--- src/mar_pkg.sv ---
package mar_pkg;
  localparam int ADDR_W = 8;
  localparam logic [7:0] OFF_GLB = 8'h00;
  localparam logic [7:0] OFF_S2C = 8'h04;
  localparam logic [7:0] OFF_S1CTL = 8'h08;
  localparam logic [7:0] OFF_S2CTL = 8'h0C;
  localparam logic [7:0] OFF_CBAR = 8'h10;
  localparam logic [7:0] OFF_STAT = 8'h14;
  localparam int CFG_W = 21;
  localparam int M_BIT = 31;
  localparam int TYPE_LO = 30;
  localparam logic DOWN_HAS_TRANS = 1'b0;
  localparam logic [31:0] WMASK_CFG = DOWN_HAS_TRANS ? 32'h001FFFFF : 32'h001FFFFC;
  localparam logic [31:0] WMASK_TYPE = 32'hC0000000;
  localparam logic [31:0] WMASK_M = 32'h80000000;
  localparam logic [31:0] RST_CFG = 32'h00000000;
  localparam logic [31:0] RST_S2C = 32'h40000000;
  localparam logic [31:0] RST_CBAR = 32'h000F3000;
  localparam logic [1:0] HINT_PASS = 2'h0;
  localparam logic [1:0] HINT_RSVD = 2'h1;
  localparam logic [1:0] CODE_HI = 2'h3;
  localparam logic [1:0] CODE_LO = 2'h2;
  localparam logic [1:0] SH_RSVD = 2'h0;
  localparam logic [1:0] SH_OUTER = 2'h1;
  localparam logic [1:0] SH_NONE = 2'h3;
  localparam logic [1:0] MEM_DEV = 2'h0;
  localparam logic [1:0] MEM_NC = 2'h1;
  localparam logic [3:0] MEM_WB_ALL = 4'hF;
  localparam logic [1:0] DEV_STRICTEST = 2'h0;
  localparam logic [1:0] S2C_TRANSLATE = 2'h0;
  localparam logic [1:0] S2C_BYPASS = 2'h1;
  localparam logic [1:0] CB_S1_S2BYP = 2'h0;
  localparam logic [1:0] CB_S2ONLY = 2'h1;
  localparam logic UP_HAS_NS = 1'b1;
  localparam logic UP_HAS_ALLOC = 1'b1;
  localparam logic UP_HAS_MEM = 1'b1;
  localparam logic UP_HAS_SH = 1'b1;
  localparam logic UP_HAS_INSN = 1'b1;
  localparam logic UP_HAS_PRIV = 1'b1;
  localparam logic UP_HAS_TRANS = 1'b1;

  typedef struct packed {
    logic type_transform_enable;
    logic [3:0] memory_type_field;
    logic [1:0] dev;
    logic [1:0] shareability_cfg;
    logic [1:0] read_alloc_hint_cfg;
    logic [1:0] write_alloc_hint_cfg;
    logic [1:0] security_override_cfg;
    logic [1:0] insn_data_override_cfg;
    logic [1:0] privilege_override_cfg;
    logic [1:0] transient_hint_cfg;
  } mar_cfg_t;

  typedef struct packed {
    logic ns;
    logic ra;
    logic wa;
    logic [3:0] mem;
    logic [1:0] dev;
    logic [1:0] sh;
    logic insn;
    logic priv;
    logic trans;
  } mar_attr_t;
endpackage

--- src/mar_attr_resolver.sv ---
`timescale 1ns/1ps
module mar_attr_resolver (
  input wire logic i_clk_sys,
  input wire logic i_sys_rst,
  input wire logic i_clk_en,
  input wire logic [mar_pkg::ADDR_W-1:0] i_addr,
  input wire logic [31:0] i_wr_data,
  input wire logic i_wr_en,
  input wire logic i_rd_en,
  output logic [31:0] o_rd_data,
  input wire logic i_txn_valid,
  input wire mar_pkg::mar_attr_t i_txn_attr,
  input wire logic i_txn_secure,
  input wire logic i_txn_write,
  input wire logic i_glb_bypass,
  input wire mar_pkg::mar_attr_t i_s1_desc,
  input wire mar_pkg::mar_cfg_t i_s2_desc,
  output logic o_txn_valid,
  output mar_pkg::mar_attr_t o_txn_attr,
  output logic o_txn_fault
);
  import mar_pkg::*;

  logic [31:0] glb_reg;
  logic [31:0] s2c_reg;
  logic [31:0] s1ctl_reg;
  logic [31:0] s2ctl_reg;
  logic [31:0] cbar_reg;

  // reserved codes take their substitutes here, and the final fix-up maps reserved shareability to outer; storage keeps raw bits
  function automatic mar_cfg_t sub_cfg(input mar_cfg_t c);
    mar_cfg_t r;
    r = c;
    if (c.security_override_cfg == HINT_RSVD) begin
      r.security_override_cfg = CODE_HI;
    end
    if (c.read_alloc_hint_cfg == HINT_RSVD) begin
      r.read_alloc_hint_cfg = HINT_PASS;
    end
    if (c.write_alloc_hint_cfg == HINT_RSVD) begin
      r.write_alloc_hint_cfg = HINT_PASS;
    end
    if (c.transient_hint_cfg == HINT_RSVD) begin
      r.transient_hint_cfg = HINT_PASS;
    end
    if (c.insn_data_override_cfg == HINT_RSVD) begin
      r.insn_data_override_cfg = CODE_HI;
    end
    if (c.privilege_override_cfg == HINT_RSVD) begin
      r.privilege_override_cfg = CODE_LO;
    end
    if (c.shareability_cfg == SH_RSVD) begin
      r.shareability_cfg = SH_OUTER;
    end
    if (c.memory_type_field[1:0] == MEM_DEV && c.memory_type_field[3:2] != MEM_DEV) begin
      r.memory_type_field = 4'h0;
    end
    return r;
  endfunction

  // code 1x forces a value, 00 keeps current; inv flips codes where 10 means set
  function automatic logic pick(input logic cur, input logic [1:0] code, input logic inv);
    return code[1] ? (code[0] ^ inv) : cur;
  endfunction

  function automatic mar_attr_t override(input mar_attr_t a, input mar_cfg_t raw,
                                         input logic secure, input logic write,
                                         input logic ip_ok);
    mar_cfg_t c;
    mar_attr_t r;
    c = sub_cfg(raw);
    r = a;
    if (secure) begin
      r.ns = pick(a.ns, c.security_override_cfg, 1'b0);
    end
    r.ra = pick(a.ra, c.read_alloc_hint_cfg, 1'b1);
    r.wa = pick(a.wa, c.write_alloc_hint_cfg, 1'b1);
    r.trans = pick(a.trans, c.transient_hint_cfg, 1'b1);
    if (c.type_transform_enable) begin
      r.mem = c.memory_type_field;
      r.dev = c.dev;
    end
    r.sh = c.shareability_cfg;
    if (ip_ok) begin
      r.insn = pick(a.insn, c.insn_data_override_cfg, 1'b0);
      r.priv = pick(a.priv, c.privilege_override_cfg, 1'b0);
    end
    if (write) begin
      r.insn = 1'b0;
    end
    return r;
  endfunction

  function automatic logic [1:0] min2(input logic [1:0] x, input logic [1:0] y);
    return (x < y) ? x : y;
  endfunction

  // memory type halves and shareability resolved on their own, lower code being the stronger one; ra/wa taken by stage 2 override codes
  function automatic mar_attr_t combine(input mar_attr_t s1, input mar_cfg_t s2);
    mar_attr_t r;
    r = s1;
    r.mem[3:2] = min2(s1.mem[3:2], s2.memory_type_field[3:2]);
    r.mem[1:0] = min2(s1.mem[1:0], s2.memory_type_field[1:0]);
    if (s1.mem == 4'h0 && s2.memory_type_field == 4'h0) begin
      r.dev = min2(s1.dev, s2.dev);
    end else if (s2.memory_type_field == 4'h0) begin
      r.dev = s2.dev;
    end
    r.sh = min2(s1.sh, s2.shareability_cfg);
    r.ra = pick(s1.ra, s2.read_alloc_hint_cfg, 1'b1);
    r.wa = pick(s1.wa, s2.write_alloc_hint_cfg, 1'b1);
    return r;
  endfunction

  // register port
  wire hit_glb = i_addr == OFF_GLB;
  wire hit_s2c = i_addr == OFF_S2C;
  wire hit_s1ctl = i_addr == OFF_S1CTL;
  wire hit_s2ctl = i_addr == OFF_S2CTL;
  wire hit_cbar = i_addr == OFF_CBAR;
  wire hit_stat = i_addr == OFF_STAT;
  wire wr_go = i_clk_en && i_wr_en;
  wire [31:0] wr_cfg = i_wr_data & WMASK_CFG;
  wire [31:0] wr_type = i_wr_data & (WMASK_CFG | WMASK_TYPE);
  wire [31:0] wr_m = i_wr_data & (WMASK_CFG | WMASK_M);
  wire [31:0] stat_word = {o_txn_fault, 17'h00000, o_txn_attr};
  wire [31:0] rd_mux = hit_glb ? glb_reg :
                       hit_s2c ? s2c_reg :
                       hit_s1ctl ? s1ctl_reg :
                       hit_s2ctl ? s2ctl_reg :
                       hit_cbar ? cbar_reg :
                       hit_stat ? stat_word : 32'h00000000;

  // raw bits stored and returned, substitutes applied only on use
  always_ff @(posedge i_clk_sys) begin
    if (i_sys_rst) begin
      glb_reg <= RST_CFG;
      s2c_reg <= RST_S2C;
      s1ctl_reg <= RST_CFG;
      s2ctl_reg <= RST_CFG;
      cbar_reg <= RST_CBAR;
    end else if (wr_go) begin
      if (hit_glb) glb_reg <= wr_cfg;
      if (hit_s2c) s2c_reg <= wr_type;
      if (hit_s1ctl) s1ctl_reg <= wr_m;
      if (hit_s2ctl) s2ctl_reg <= wr_m;
      if (hit_cbar) cbar_reg <= wr_type;
    end
  end

  always_ff @(posedge i_clk_sys) begin
    if (i_sys_rst) begin
      o_rd_data <= 32'h00000000;
    end else if (i_clk_en) begin
      o_rd_data <= i_rd_en ? rd_mux : 32'h00000000;
    end
  end

  // incoming markings with defaults for those the upstream bus lacks
  mar_attr_t in_attr;
  assign in_attr.ns = UP_HAS_NS ? i_txn_attr.ns : 1'b1;
  assign in_attr.ra = UP_HAS_ALLOC ? i_txn_attr.ra : 1'b1;
  assign in_attr.wa = UP_HAS_ALLOC ? i_txn_attr.wa : 1'b1;
  assign in_attr.mem = UP_HAS_MEM ? i_txn_attr.mem : MEM_WB_ALL;
  assign in_attr.dev = UP_HAS_MEM ? i_txn_attr.dev : DEV_STRICTEST;
  assign in_attr.sh = UP_HAS_SH ? i_txn_attr.sh : SH_NONE;
  assign in_attr.insn = UP_HAS_INSN ? i_txn_attr.insn : 1'b0;
  assign in_attr.priv = UP_HAS_PRIV ? i_txn_attr.priv : 1'b0;
  assign in_attr.trans = UP_HAS_TRANS ? i_txn_attr.trans : 1'b0;

  wire mar_cfg_t glb_cfg = mar_cfg_t'(glb_reg[CFG_W-1:0]);
  wire mar_cfg_t s2c_cfg = mar_cfg_t'(s2c_reg[CFG_W-1:0]);
  wire mar_cfg_t s1ctl_cfg = mar_cfg_t'(s1ctl_reg[CFG_W-1:0]);
  wire mar_cfg_t s2ctl_cfg = mar_cfg_t'(s2ctl_reg[CFG_W-1:0]);
  wire mar_cfg_t cbar_cfg = mar_cfg_t'(cbar_reg[CFG_W-1:0]);
  wire [1:0] s2c_type = s2c_reg[31:TYPE_LO];
  wire [1:0] cb_type = cbar_reg[31:TYPE_LO];
  wire s1_m = s1ctl_reg[M_BIT];
  wire s2_m = s2ctl_reg[M_BIT];
  wire is_translate = s2c_type == S2C_TRANSLATE;
  wire is_bypass = s2c_type == S2C_BYPASS;

  // the three sources of a first transformation
  wire mar_attr_t glb_attr = override(in_attr, glb_cfg, i_txn_secure, i_txn_write,
                                      1'b0);
  wire mar_attr_t byp_attr = override(in_attr, s2c_cfg, i_txn_secure, i_txn_write,
                                      1'b0);
  wire mar_attr_t s2c_attr = override(in_attr, s2c_cfg, i_txn_secure, i_txn_write,
                                      1'b1);

  // stage 1 result: with M set (and not stage 2 only), descriptor supplies all but instruction/data and privilege, which come from the stream entry
  mar_attr_t desc_attr;
  always_comb begin
    desc_attr = i_s1_desc;
    desc_attr.insn = s2c_attr.insn;
    desc_attr.priv = s2c_attr.priv;
    // a non-secure stream may never be turned secure by its descriptor
    desc_attr.ns = i_s1_desc.ns | !i_txn_secure;
  end
  wire mar_attr_t ctl_attr = override(s2c_attr, s1ctl_cfg, i_txn_secure, i_txn_write,
                                      1'b0);
  wire mar_attr_t s1_res = (cb_type == CB_S2ONLY) ? s2c_attr :
                           s1_m ? desc_attr : ctl_attr;

  // stage 2 source; a disabled stage 2 lends its control register hints
  wire mar_cfg_t s2_src = (cb_type == CB_S1_S2BYP) ? cbar_cfg :
                          s2_m ? i_s2_desc : s2ctl_cfg;
  wire mar_cfg_t s2_eff = sub_cfg(s2_src);
  wire mar_attr_t comb_attr = combine(s1_res, s2_eff);

  wire mar_attr_t pre_attr = i_glb_bypass ? glb_attr :
                             is_bypass ? byp_attr : comb_attr;
  wire txn_fault = !i_glb_bypass && !is_translate && !is_bypass;

  // shareability fix-up is applied last so no source can undo it
  wire dev_type = pre_attr.mem[3:2] == MEM_DEV || pre_attr.mem[1:0] == MEM_DEV;
  wire nc_type = pre_attr.mem[3:2] == MEM_NC || pre_attr.mem[1:0] == MEM_NC;
  mar_attr_t fin_attr;
  always_comb begin
    fin_attr = pre_attr;
    if (dev_type || nc_type || pre_attr.sh == SH_RSVD) begin
      fin_attr.sh = SH_OUTER;
    end
  end

  always_ff @(posedge i_clk_sys) begin
    if (i_sys_rst) begin
      o_txn_valid <= 1'b0;
      o_txn_attr <= '0;
      o_txn_fault <= 1'b0;
    end else if (i_clk_en) begin
      o_txn_valid <= i_txn_valid;
      if (i_txn_valid) begin
        o_txn_attr <= fin_attr;
        o_txn_fault <= txn_fault;
      end
    end
  end

  AST_DEV_OUTER:
    assert property (@(posedge i_clk_sys) disable iff (i_sys_rst)
      o_txn_valid && (o_txn_attr.mem[3:2] == MEM_DEV || o_txn_attr.mem[1:0] == MEM_DEV)
      |-> o_txn_attr.sh == SH_OUTER)
    else $error("device memory left without outer shareability");

  AST_NC_OUTER:
    assert property (@(posedge i_clk_sys) disable iff (i_sys_rst)
      i_clk_en && i_txn_valid && nc_type |=> o_txn_attr.sh == SH_OUTER)
    else $error("non-cacheable memory left without outer shareability");

  AST_WRITE_DATA:
    assert property (@(posedge i_clk_sys) disable iff (i_sys_rst)
      i_clk_en && i_txn_valid && i_txn_write |=> o_txn_valid && !o_txn_attr.insn)
    else $error("write leaves marked as instruction");

  AST_NONSEC_KEEP:
    assert property (@(posedge i_clk_sys) disable iff (i_sys_rst)
      i_clk_en && i_txn_valid && !i_txn_secure && i_txn_attr.ns |=> o_txn_attr.ns)
    else $error("non-secure transaction turned secure");

  AST_GLB_NOFAULT:
    assert property (@(posedge i_clk_sys) disable iff (i_sys_rst)
      i_clk_en && i_txn_valid && i_glb_bypass && glb_cfg.shareability_cfg == SH_NONE
      && !dev_type && !nc_type |=> !o_txn_fault && o_txn_attr.sh == SH_NONE)
    else $error("global bypass not governed by global control");

  AST_MEM_STRONGER:
    assert property (@(posedge i_clk_sys) disable iff (i_sys_rst)
      comb_attr.mem[3:2] <= s1_res.mem[3:2] && comb_attr.mem[1:0] <= s1_res.mem[1:0]
      && comb_attr.mem[1:0] <= s2_eff.memory_type_field[1:0])
    else $error("combine weakened the memory type");

  AST_SH_STRONGER:
    assert property (@(posedge i_clk_sys) disable iff (i_sys_rst)
      comb_attr.sh <= s1_res.sh && comb_attr.sh <= s2_eff.shareability_cfg)
    else $error("combine weakened shareability");

  AST_HINT_PASS:
    assert property (@(posedge i_clk_sys) disable iff (i_sys_rst)
      s2_eff.read_alloc_hint_cfg == HINT_PASS |-> comb_attr.ra == s1_res.ra)
    else $error("pass-through read hint not taken from stage 1");

  AST_DESC_IP:
    assert property (@(posedge i_clk_sys) disable iff (i_sys_rst)
      cb_type != CB_S2ONLY && s1_m |-> s1_res.insn == s2c_attr.insn
      && s1_res.priv == s2c_attr.priv && s1_res.mem == i_s1_desc.mem)
    else $error("stage 1 descriptor handling wrong");

  AST_READBACK:
    assert property (@(posedge i_clk_sys) disable iff (i_sys_rst)
      i_clk_en && i_wr_en && hit_glb ##1 i_clk_en && i_rd_en && hit_glb
      |=> o_rd_data == ($past(i_wr_data, 2) & WMASK_CFG))
    else $error("configuration field not read back as written");

  AST_RD_IDLE:
    assert property (@(posedge i_clk_sys) disable iff (i_sys_rst)
      i_clk_en && !i_rd_en |=> o_rd_data == 32'h00000000)
    else $error("read data not zero outside a read");

  AST_TRANS_RAZ:
    assert property (@(posedge i_clk_sys) disable iff (i_sys_rst)
      glb_reg[1:0] == 2'h0 && s2c_reg[1:0] == 2'h0 && cbar_reg[1:0] == 2'h0)
    else $error("transient field stored though downstream cannot carry it");

  AST_BYP_NOFAULT:
    assert property (@(posedge i_clk_sys) disable iff (i_sys_rst)
      i_clk_en && i_txn_valid && !i_glb_bypass && is_bypass |=> !o_txn_fault)
    else $error("bypass stream entry raised a fault");

  AST_TYPE_FAULT:
    assert property (@(posedge i_clk_sys) disable iff (i_sys_rst)
      i_clk_en && i_txn_valid && !i_glb_bypass && !is_translate && !is_bypass
      |=> o_txn_fault)
    else $error("fault type stream entry passed without fault");

  AST_HINT_WPASS:
    assert property (@(posedge i_clk_sys) disable iff (i_sys_rst)
      s2_eff.write_alloc_hint_cfg == HINT_PASS |-> comb_attr.wa == s1_res.wa)
    else $error("pass-through write hint not taken from stage 1");

  AST_HINT_TAKE:
    assert property (@(posedge i_clk_sys) disable iff (i_sys_rst)
      s2_eff.read_alloc_hint_cfg[1] |-> comb_attr.ra == !s2_eff.read_alloc_hint_cfg[0])
    else $error("stage 2 read hint not applied");

  AST_SUB_NS:
    assert property (@(posedge i_clk_sys) disable iff (i_sys_rst)
      i_clk_en && i_txn_valid && i_glb_bypass && i_txn_secure
      && glb_reg[7:6] == HINT_RSVD |=> o_txn_attr.ns)
    else $error("reserved security code not treated as non-secure");

  AST_S2_ONLY:
    assert property (@(posedge i_clk_sys) disable iff (i_sys_rst)
      cb_type == CB_S2ONLY |-> s1_res == s2c_attr)
    else $error("stage 2 only context ignored stream entry result");

  AST_MT_APPLY:
    assert property (@(posedge i_clk_sys) disable iff (i_sys_rst)
      i_clk_en && i_txn_valid && i_glb_bypass && glb_cfg.type_transform_enable
      && glb_cfg.memory_type_field[1:0] == MEM_DEV |=> o_txn_attr.mem == 4'h0)
    else $error("memory type transform not applied");

  AST_CE_HOLD:
    assert property (@(posedge i_clk_sys) disable iff (i_sys_rst)
      !i_clk_en |=> $stable(o_txn_attr) && $stable(o_rd_data) && $stable(o_txn_valid))
    else $error("outputs moved while clock enable low");
endmodule

--- config.mk ---
export PLATFORM = sky130hd
export DESIGN_NAME = mar_attr_resolver
export DESIGN_NICKNAME = d
export VERILOG_FILES = /design/src/mar_pkg.sv /design/src/mar_attr_resolver.sv
export SDC_FILE = /design/constraint.sdc
export NUM_CORES = 1
export LEC_CHECK = 0
export BUFFER_PORTS_ARGS = -buffer_cell sky130_fd_sc_hd__buf_2
export CORE_MARGIN = 1
export CORE_UTILIZATION = 45
export DETAILED_ROUTE_END_ITERATION = 10
export PLACE_DENSITY = 0.67
export SLEW_MARGIN = 20
export SYNTH_ARGS = -nofsm -noshare
export SYNTH_HDL_FRONTEND = slang
export SYNTH_SLANG_ARGS = --single-unit
--- constraint.sdc ---
create_clock -name i_clk_sys -period 3 [get_ports i_clk_sys]
set_input_delay 0.15 -clock i_clk_sys [delete_from_list [all_inputs] [get_ports i_clk_sys]]
set_output_delay 0.15 -clock i_clk_sys [all_outputs]
set_load 0.005 [all_outputs]
==> results of run 1 <==
[cell families after synthesis]
kind of cell / count (synthesis) / synth area share
mux: 29 / 0.04152
fa+ha+maj: 8 / 0.01373
simple gates: 397 / 0.2414
compound gates: 319 / 0.2579
other cells: 1 / 0.0005142
buf+inv: 101 / 0.06073
flops: 140 / 0.3843
[metrics by stage]
| step | area (um^2) | setup WS, ps |
|---|---|---|
| floorplan | 7323 | 663.5 |
| global placement | 7999 | 415.5 |
| detailed placement | 7999 | 367.1 |
| CTS | 8641 | 352.2 |
| global route | 8641 | 129.0 |
| finish | 8641 | 299.8 |
[final cells by class]
cell class | instances | area (um^2) | area share
clock buffer | 18 | 439.2 | 0.05083
clock inverter | 14 | 192.7 | 0.02230
inverter | 17 | 63.81 | 0.007385
multi-input combinational | 762 | 4084 | 0.4726
sequential | 140 | 2803 | 0.3244
tap | 216 | 270.3 | 0.03128
timing repair buffer | 140 | 788.3 | 0.09122
[final timing paths]
check / startpoint / end / cells past startpoint
worst max-delay path: s2ctl_reg[31]$_SDFFE_PP0P_ / o_txn_attr[4]$_SDFFE_PP0P_ / 10
worst min-delay path: i_txn_attr[1] / o_txn_attr[1]$_SDFFE_PP0P_ / 3
worst max register to register: s2ctl_reg[31]$_SDFFE_PP0P_ / o_txn_attr[4]$_SDFFE_PP0P_ / 10
worst min register to register: s1ctl_reg[2]$_SDFFE_PP0P_ / s1ctl_reg[2]$_SDFFE_PP0P_ / 2
[critical path: stages (launching register included)]
cell and delay [ps]:
dfxtp_1 700, mux2_2 400, mux2i_1 260, nand2_1 140
nand2_1 140, inv_1 60, ha_1 190, mux2i_1 110
o21ai_0 160, o311a_1 190, a31o_2 230
[cell usage after synthesis, drive strengths merged (7+ instances only)]
cell | number | area [um^2]
mux2 | 10 | 112.6
ha | 8 | 100.1
buf | 29 | 172.7
clkbuf | 55 | 206.5
nor2 | 53 | 219.0
mux2i | 19 | 190.2
dfxtp | 140 | 2803
nand2b | 11 | 68.82
a21oi | 158 | 790.8
inv | 17 | 63.81
a222oi | 7 | 70.07
o21ai | 69 | 345.3
o22ai | 7 | 43.79
and2 | 7 | 43.80
nor2b | 20 | 132.6
nand2 | 249 | 937.2
a22oi | 25 | 187.7
nor3 | 7 | 40.04
a211oi | 12 | 90.09
nand3 | 24 | 120.1
[routing by layer]
| metal | routed length, um | global-route usage | up-vias | share of wire |
|---|---|---|---|---|
| li1 | - | - | 3626 | - |
| met1 | 11850 | 0.4771 | 3592 | 0.45 |
| met2 | 10820 | 0.4377 | 434 | 0.41 |
| met3 | 2979 | 0.07184 | 39 | 0.11 |
| met4 | 591 | 0.1114 | 0 | 0.023 |
| met5 | 0 | 0 | - | 0 |
[power by group]
part / internal [mW] / total (mW) / switching [mW] / leakage (nW)
clock: 1.41 / 2.27 / 0.853 / 0.302
combinational: 0.0991 / 0.313 / 0.214 / 1.66
sequential: 1.87 / 1.89 / 0.0196 / 1.13
total: 3.38 / 4.47 / 1.09 / 3.09
[placed cells by master (no fill, tap or decap), types with 3 or more instances in the layout]
cell type,count
a32o_1,4
bufinv_16,4
ha_1,8
a211oi_1,12
and3_1,5
a32oi_1,4
nand2b_1,11
clkinv_4,3
o21ai_1,4
clkinvlp_4,3
mux2i_1,19
clkinv_2,3
buf_2,111
nor3_1,6
nand3_1,24
and2_1,6
dfxtp_1,140
o22ai_1,7
nor2_1,49
o21ai_0,65
nand4b_1,3
a221oi_1,3
a22oi_1,25
a21oi_1,158
o211ai_1,6
o221ai_1,4
buf_4,27
nor2b_1,19
a31oi_1,4
inv_1,17
mux2_2,10
clkbuf_16,17
nand2_1,248
or3_1,5
a222oi_1,7
conb_1,9
[repair_timing]
action,in CTS,in global routing
endpoints found under the hold margin,1,0
hold buffers,1,0
setup endpoints to repair,0,0
==> reports/results.txt, run 1 <==
min Tclk post-route = 2700 ps
Syn Std Cell Area = 7293 um^2
postcts setup bufs = 0
Hold Crit Class = in2reg
CP endpoint kind = flip-flop
DR WL/cell = 20.08 um
VDD IR-drop max = 0.0003959 V
final net count = 1184
Max Slew Vio Count = 0
Initial Util = 0.4608
Detail Route Antenna Nets = 0
Num Clock Sinks = 140
global-route wire length before repair = 39010 um
synthesis-to-layout area growth = 18.48%
# rows = 46
GRT overflow = 0
dpl hpwl = 18770 um
Vias/cell = 5.884
CTS buffer count = 17
unrepaired setup endpoints after global routing = false
clock slew at reported path FFs = 60 ps
Ant. Diodes = 0
fill count = 1578
Async S/R FF share, synth = 0
chip height = 129.3 um
Worst EP required = 3330 ps
Non-Filler Instances = 1307
placed cells = 1274
GRT Util Overall = 0.3176
sequential fraction of the synthesis area = 0.3843
EDFF count, synth = 0
Final Hold Vio Count = 0
Clock Skew = 14.00 ps
worst skew pair latency = 430 ps
share of cells above drive strength 1 = 0.1769
Synth Register Bits = 140
Max Fclk = 370.3 MHz
cells after synthesis = 995
LEAKAGE = 3.094 nW
H-tree depth = 4
vias in the first global route = 6522
RD Place Congestion = 0.9436
final core occ = 0.5459
vias post-DR = 7691
largest net degree at the start of global routing = 126
Synth Area per Inst = 7.330 um^2
hold slack = 10.79 ps
number of I/O port buffers = 112
r2r setup slk = 300 ps
Pwr Density = 517.5 nW/um^2
setup TNS = 0 ps
1st-iter DRT viols = 1110
Worst Max-Slew Pin Slew = 749.9 ps
CTS tree = built
critical path type = reg2reg
max reg flops = 23
Main synth FF type = dfxtp_1
CTS max path bufs = 2
IO Pins = 146
post-cts resize count = 0
DRC violations left = 0
Core ar. = 15830 um^2
die area = 16720 um^2
setup violators final = 0
status = completed
Critical Path Fanout Max = 11
Synth cell types = 62
Die Width = 129.3 um
TritonRoute pass-1 iters = 5
total power = 4.471 mW
Slew Limit Headroom = 0.4988
Tcrit/Tclk final = 0.9001
CP arrival = 3030 ps
final WL = 26240 um
max-cap viol count = 0
synth warn = 0
Worst setup SP type = flip-flop
initial antenna violation count = 0
Root Buffer = clkbuf_16
Note: power is estimated with default switching activity, not from simulation.
==> run 2: changes to the inputs <==
- CORE_MARGIN: 1 -> 4
- CORE_UTILIZATION: 45 -> 31
- PLACE_DENSITY: 0.67 -> default
==> reports/results.txt, run 2 (synthesis results as in run 1) <==
Slew Limit Headroom = 0.4703 (-0.02855)
die area = 26050 um^2 (+56%)
Critical Path Fanout Max = 12 (+1)
final net count = 1191 (+0.59%)
number of I/O port buffers = 112 (unchanged)
Root Buffer = clkbuf_16
CP arrival = 3070 ps (+40 ps)
r2r setup slk = 250 ps (-50 ps)
Pwr Density = 529.5 nW/um^2 (+2.3%)
Non-Filler Instances = 1412 (+8.0%)
setup violators final = 0 (unchanged)
max reg flops = 23 (unchanged)
clock slew at reported path FFs = 60 ps (about the same)
vias in the first global route = 6999 (+7.3%)
Tcrit/Tclk final = 0.9162 (+0.01609)
unrepaired setup endpoints after global routing = false
RD Place Congestion = 0.9577 (+1.5%)
largest net degree at the start of global routing = 54 (-57%)
Worst setup SP type = flip-flop
Max Fclk = 363.8 MHz (-1.8%)
beginning of the worst register-to-register path = cbar_reg[31]$_SDFFE_PP0P_
CTS tree = built
placed cells = 1375 (+7.9%)
Hold Crit Class = in2reg
FF-to-FF End = o_txn_attr[4]$_SDFFE_PP0P_
# rows = 55 (+20%)
Final Hold Vio Count = 0 (unchanged)
Min-Delay Path Depth = 3 (unchanged)
chip height = 161.4 um (+25%)
most frequent cells in the layout = nand2_1, a21oi_1, dfxtp_1
synthesis-to-layout area growth = 21.65%
VDD IR-drop max = 0.0003808 V (-3.8%)
highest metal used = met5
setup TNS = 0 ps (unchanged)
min-delay src = i_wr_data[3]
Max Slew Vio Count = 0 (unchanged)
Endpoint, Worst Hold = glb_reg[3]$_SDFFE_PP0P_
Clock Skew = 5.592 ps (-8.404 ps)
min Tclk post-route = 2748 ps (+48.28 ps)
vias post-DR = 7633 (-0.75%)
GRT overflow = 0 (unchanged)
critical path type = reg2reg
M1 WL = 12320 um (+4.0%)
Initial Util = 0.3183 (-0.1425)
postcts setup bufs = 0 (unchanged)
share of cells above drive strength 1 = 0.1785 (+0.001604)
Routed met2 length = 12520 um (+16%)
1st-iter DRT viols = 1026 (-7.6%)
post-cts resize count = 0 (unchanged)
dpl hpwl = 20880 um (+11%)
Worst EP required = 3320 ps (about the same)
global-route wire length before repair = 43130 um (+11%)
worst skew pair latency = 430 ps (about the same)
Num Clock Sinks = 140 (unchanged)
TritonRoute pass-1 iters = 6 (+1)
status = completed
DR WL/cell = 20.13 um (+0.27%)
hold_buf cts = 4 (+3)
IO Pins = 146 (unchanged)
Core ar. = 22920 um^2 (+45%)
CTS max path bufs = 2 (unchanged)
GRT Util Overall = 0.2146 (-0.1029)
CTS buffer count = 17 (unchanged)
Worst Max-Slew Pin Slew = 792.6 ps (+42.72 ps)
DRC violations left = 0 (unchanged)
max-cap viol count = 0 (unchanged)
Die Width = 161.4 um (+25%)
most common cell after layout, fill and taps aside = nand2_1
DR WL met3 = 2991 um (+0.40%)
Detail Route Antenna Nets = 0 (unchanged)
initial antenna violation count = 2 (+2)
final WL = 28430 um (+8.3%)
LEAKAGE = 3.161 nW (+2.2%)
H-tree depth = 4 (unchanged)
Vias/cell = 5.406 (-8.1%)
Worst R2R Path Depth = 9 (-1)
CP endpoint kind = flip-flop
run 2: worst max path at each step:
stage                                from                         end  slack [ps]  cells after the start
5_1_grt         cbar_reg[31]$_SDFFE_PP0P_  o_txn_attr[4]$_SDFFE_PP0P_          30                      9
3_3_place_gp    cbar_reg[31]$_SDFFE_PP0P_  o_txn_attr[4]$_SDFFE_PP0P_         420                      9
2_1_floorplan  s1ctl_reg[31]$_SDFFE_PP0P_  o_txn_attr[4]$_SDFFE_PP0P_         660                      9
6_report        cbar_reg[31]$_SDFFE_PP0P_  o_txn_attr[4]$_SDFFE_PP0P_         250                      9
3_5_place_dp    cbar_reg[31]$_SDFFE_PP0P_  o_txn_attr[4]$_SDFFE_PP0P_         380                      9
4_1_cts         cbar_reg[31]$_SDFFE_PP0P_  o_txn_attr[4]$_SDFFE_PP0P_         360                      9
run 2: critical path: stages (launching register included):
cell	delay (ps)
dfxtp_1	450
or2b_1	460
o21ai_0	220
a222oi_1	460
inv_1	130
ha_1	210
mux2i_1	120
o21ai_0	170
o311a_1	190
a31o_2	230
run 2: layer usage:
layer / vias to the layer above / global-route usage
met1: 3571 / 0.3007
met3: 42 / 0.05512
met2: 383 / 0.3244
met5: - / 0
met4: 2 / 0.06553
li1: 3635 / -
run 2: layout make-up:
type	count	area (um^2)
Tap cell	313	391.6
Multi-Input combinational cell	762	4084
Inverter	17	63.81
Fill cell	2439	14040
Clock inverter	10	207.7
Timing Repair Buffer	147	835.8
Antenna cell	1	2.502
Clock buffer	22	484.2
Sequential cell	140	2803
run 2: through the flow:
stage | instance area (um^2) | utilization | power, mW | hold slack [ps] | setup WS (ps)
global route | 8872 | 0.3872 | 4.823 | 27.73 | 33.82
global placement | 8138 | 0.3551 | 2.237 | 425.5 | 423.8
detailed placement | 8138 | 0.3551 | 2.236 | 424.3 | 378.0
CTS | 8870 | 0.3871 | 4.719 | 0.8640 | 356.4
finish | 8872 | 0.3872 | 4.697 | 22.78 | 251.5
floorplan | 7323 | - | 2.069 | 274.0 | 663.5
run 2: where the power goes:
| part | switching, mW | total (mW) | internal [mW] |
|---|---|---|---|
| sequential | 0.0176 | 1.89 | 1.87 |
| combinational | 0.218 | 0.319 | 0.101 |
| clock | 0.838 | 2.49 | 1.65 |
| total | 1.07 | 4.70 | 3.62 |
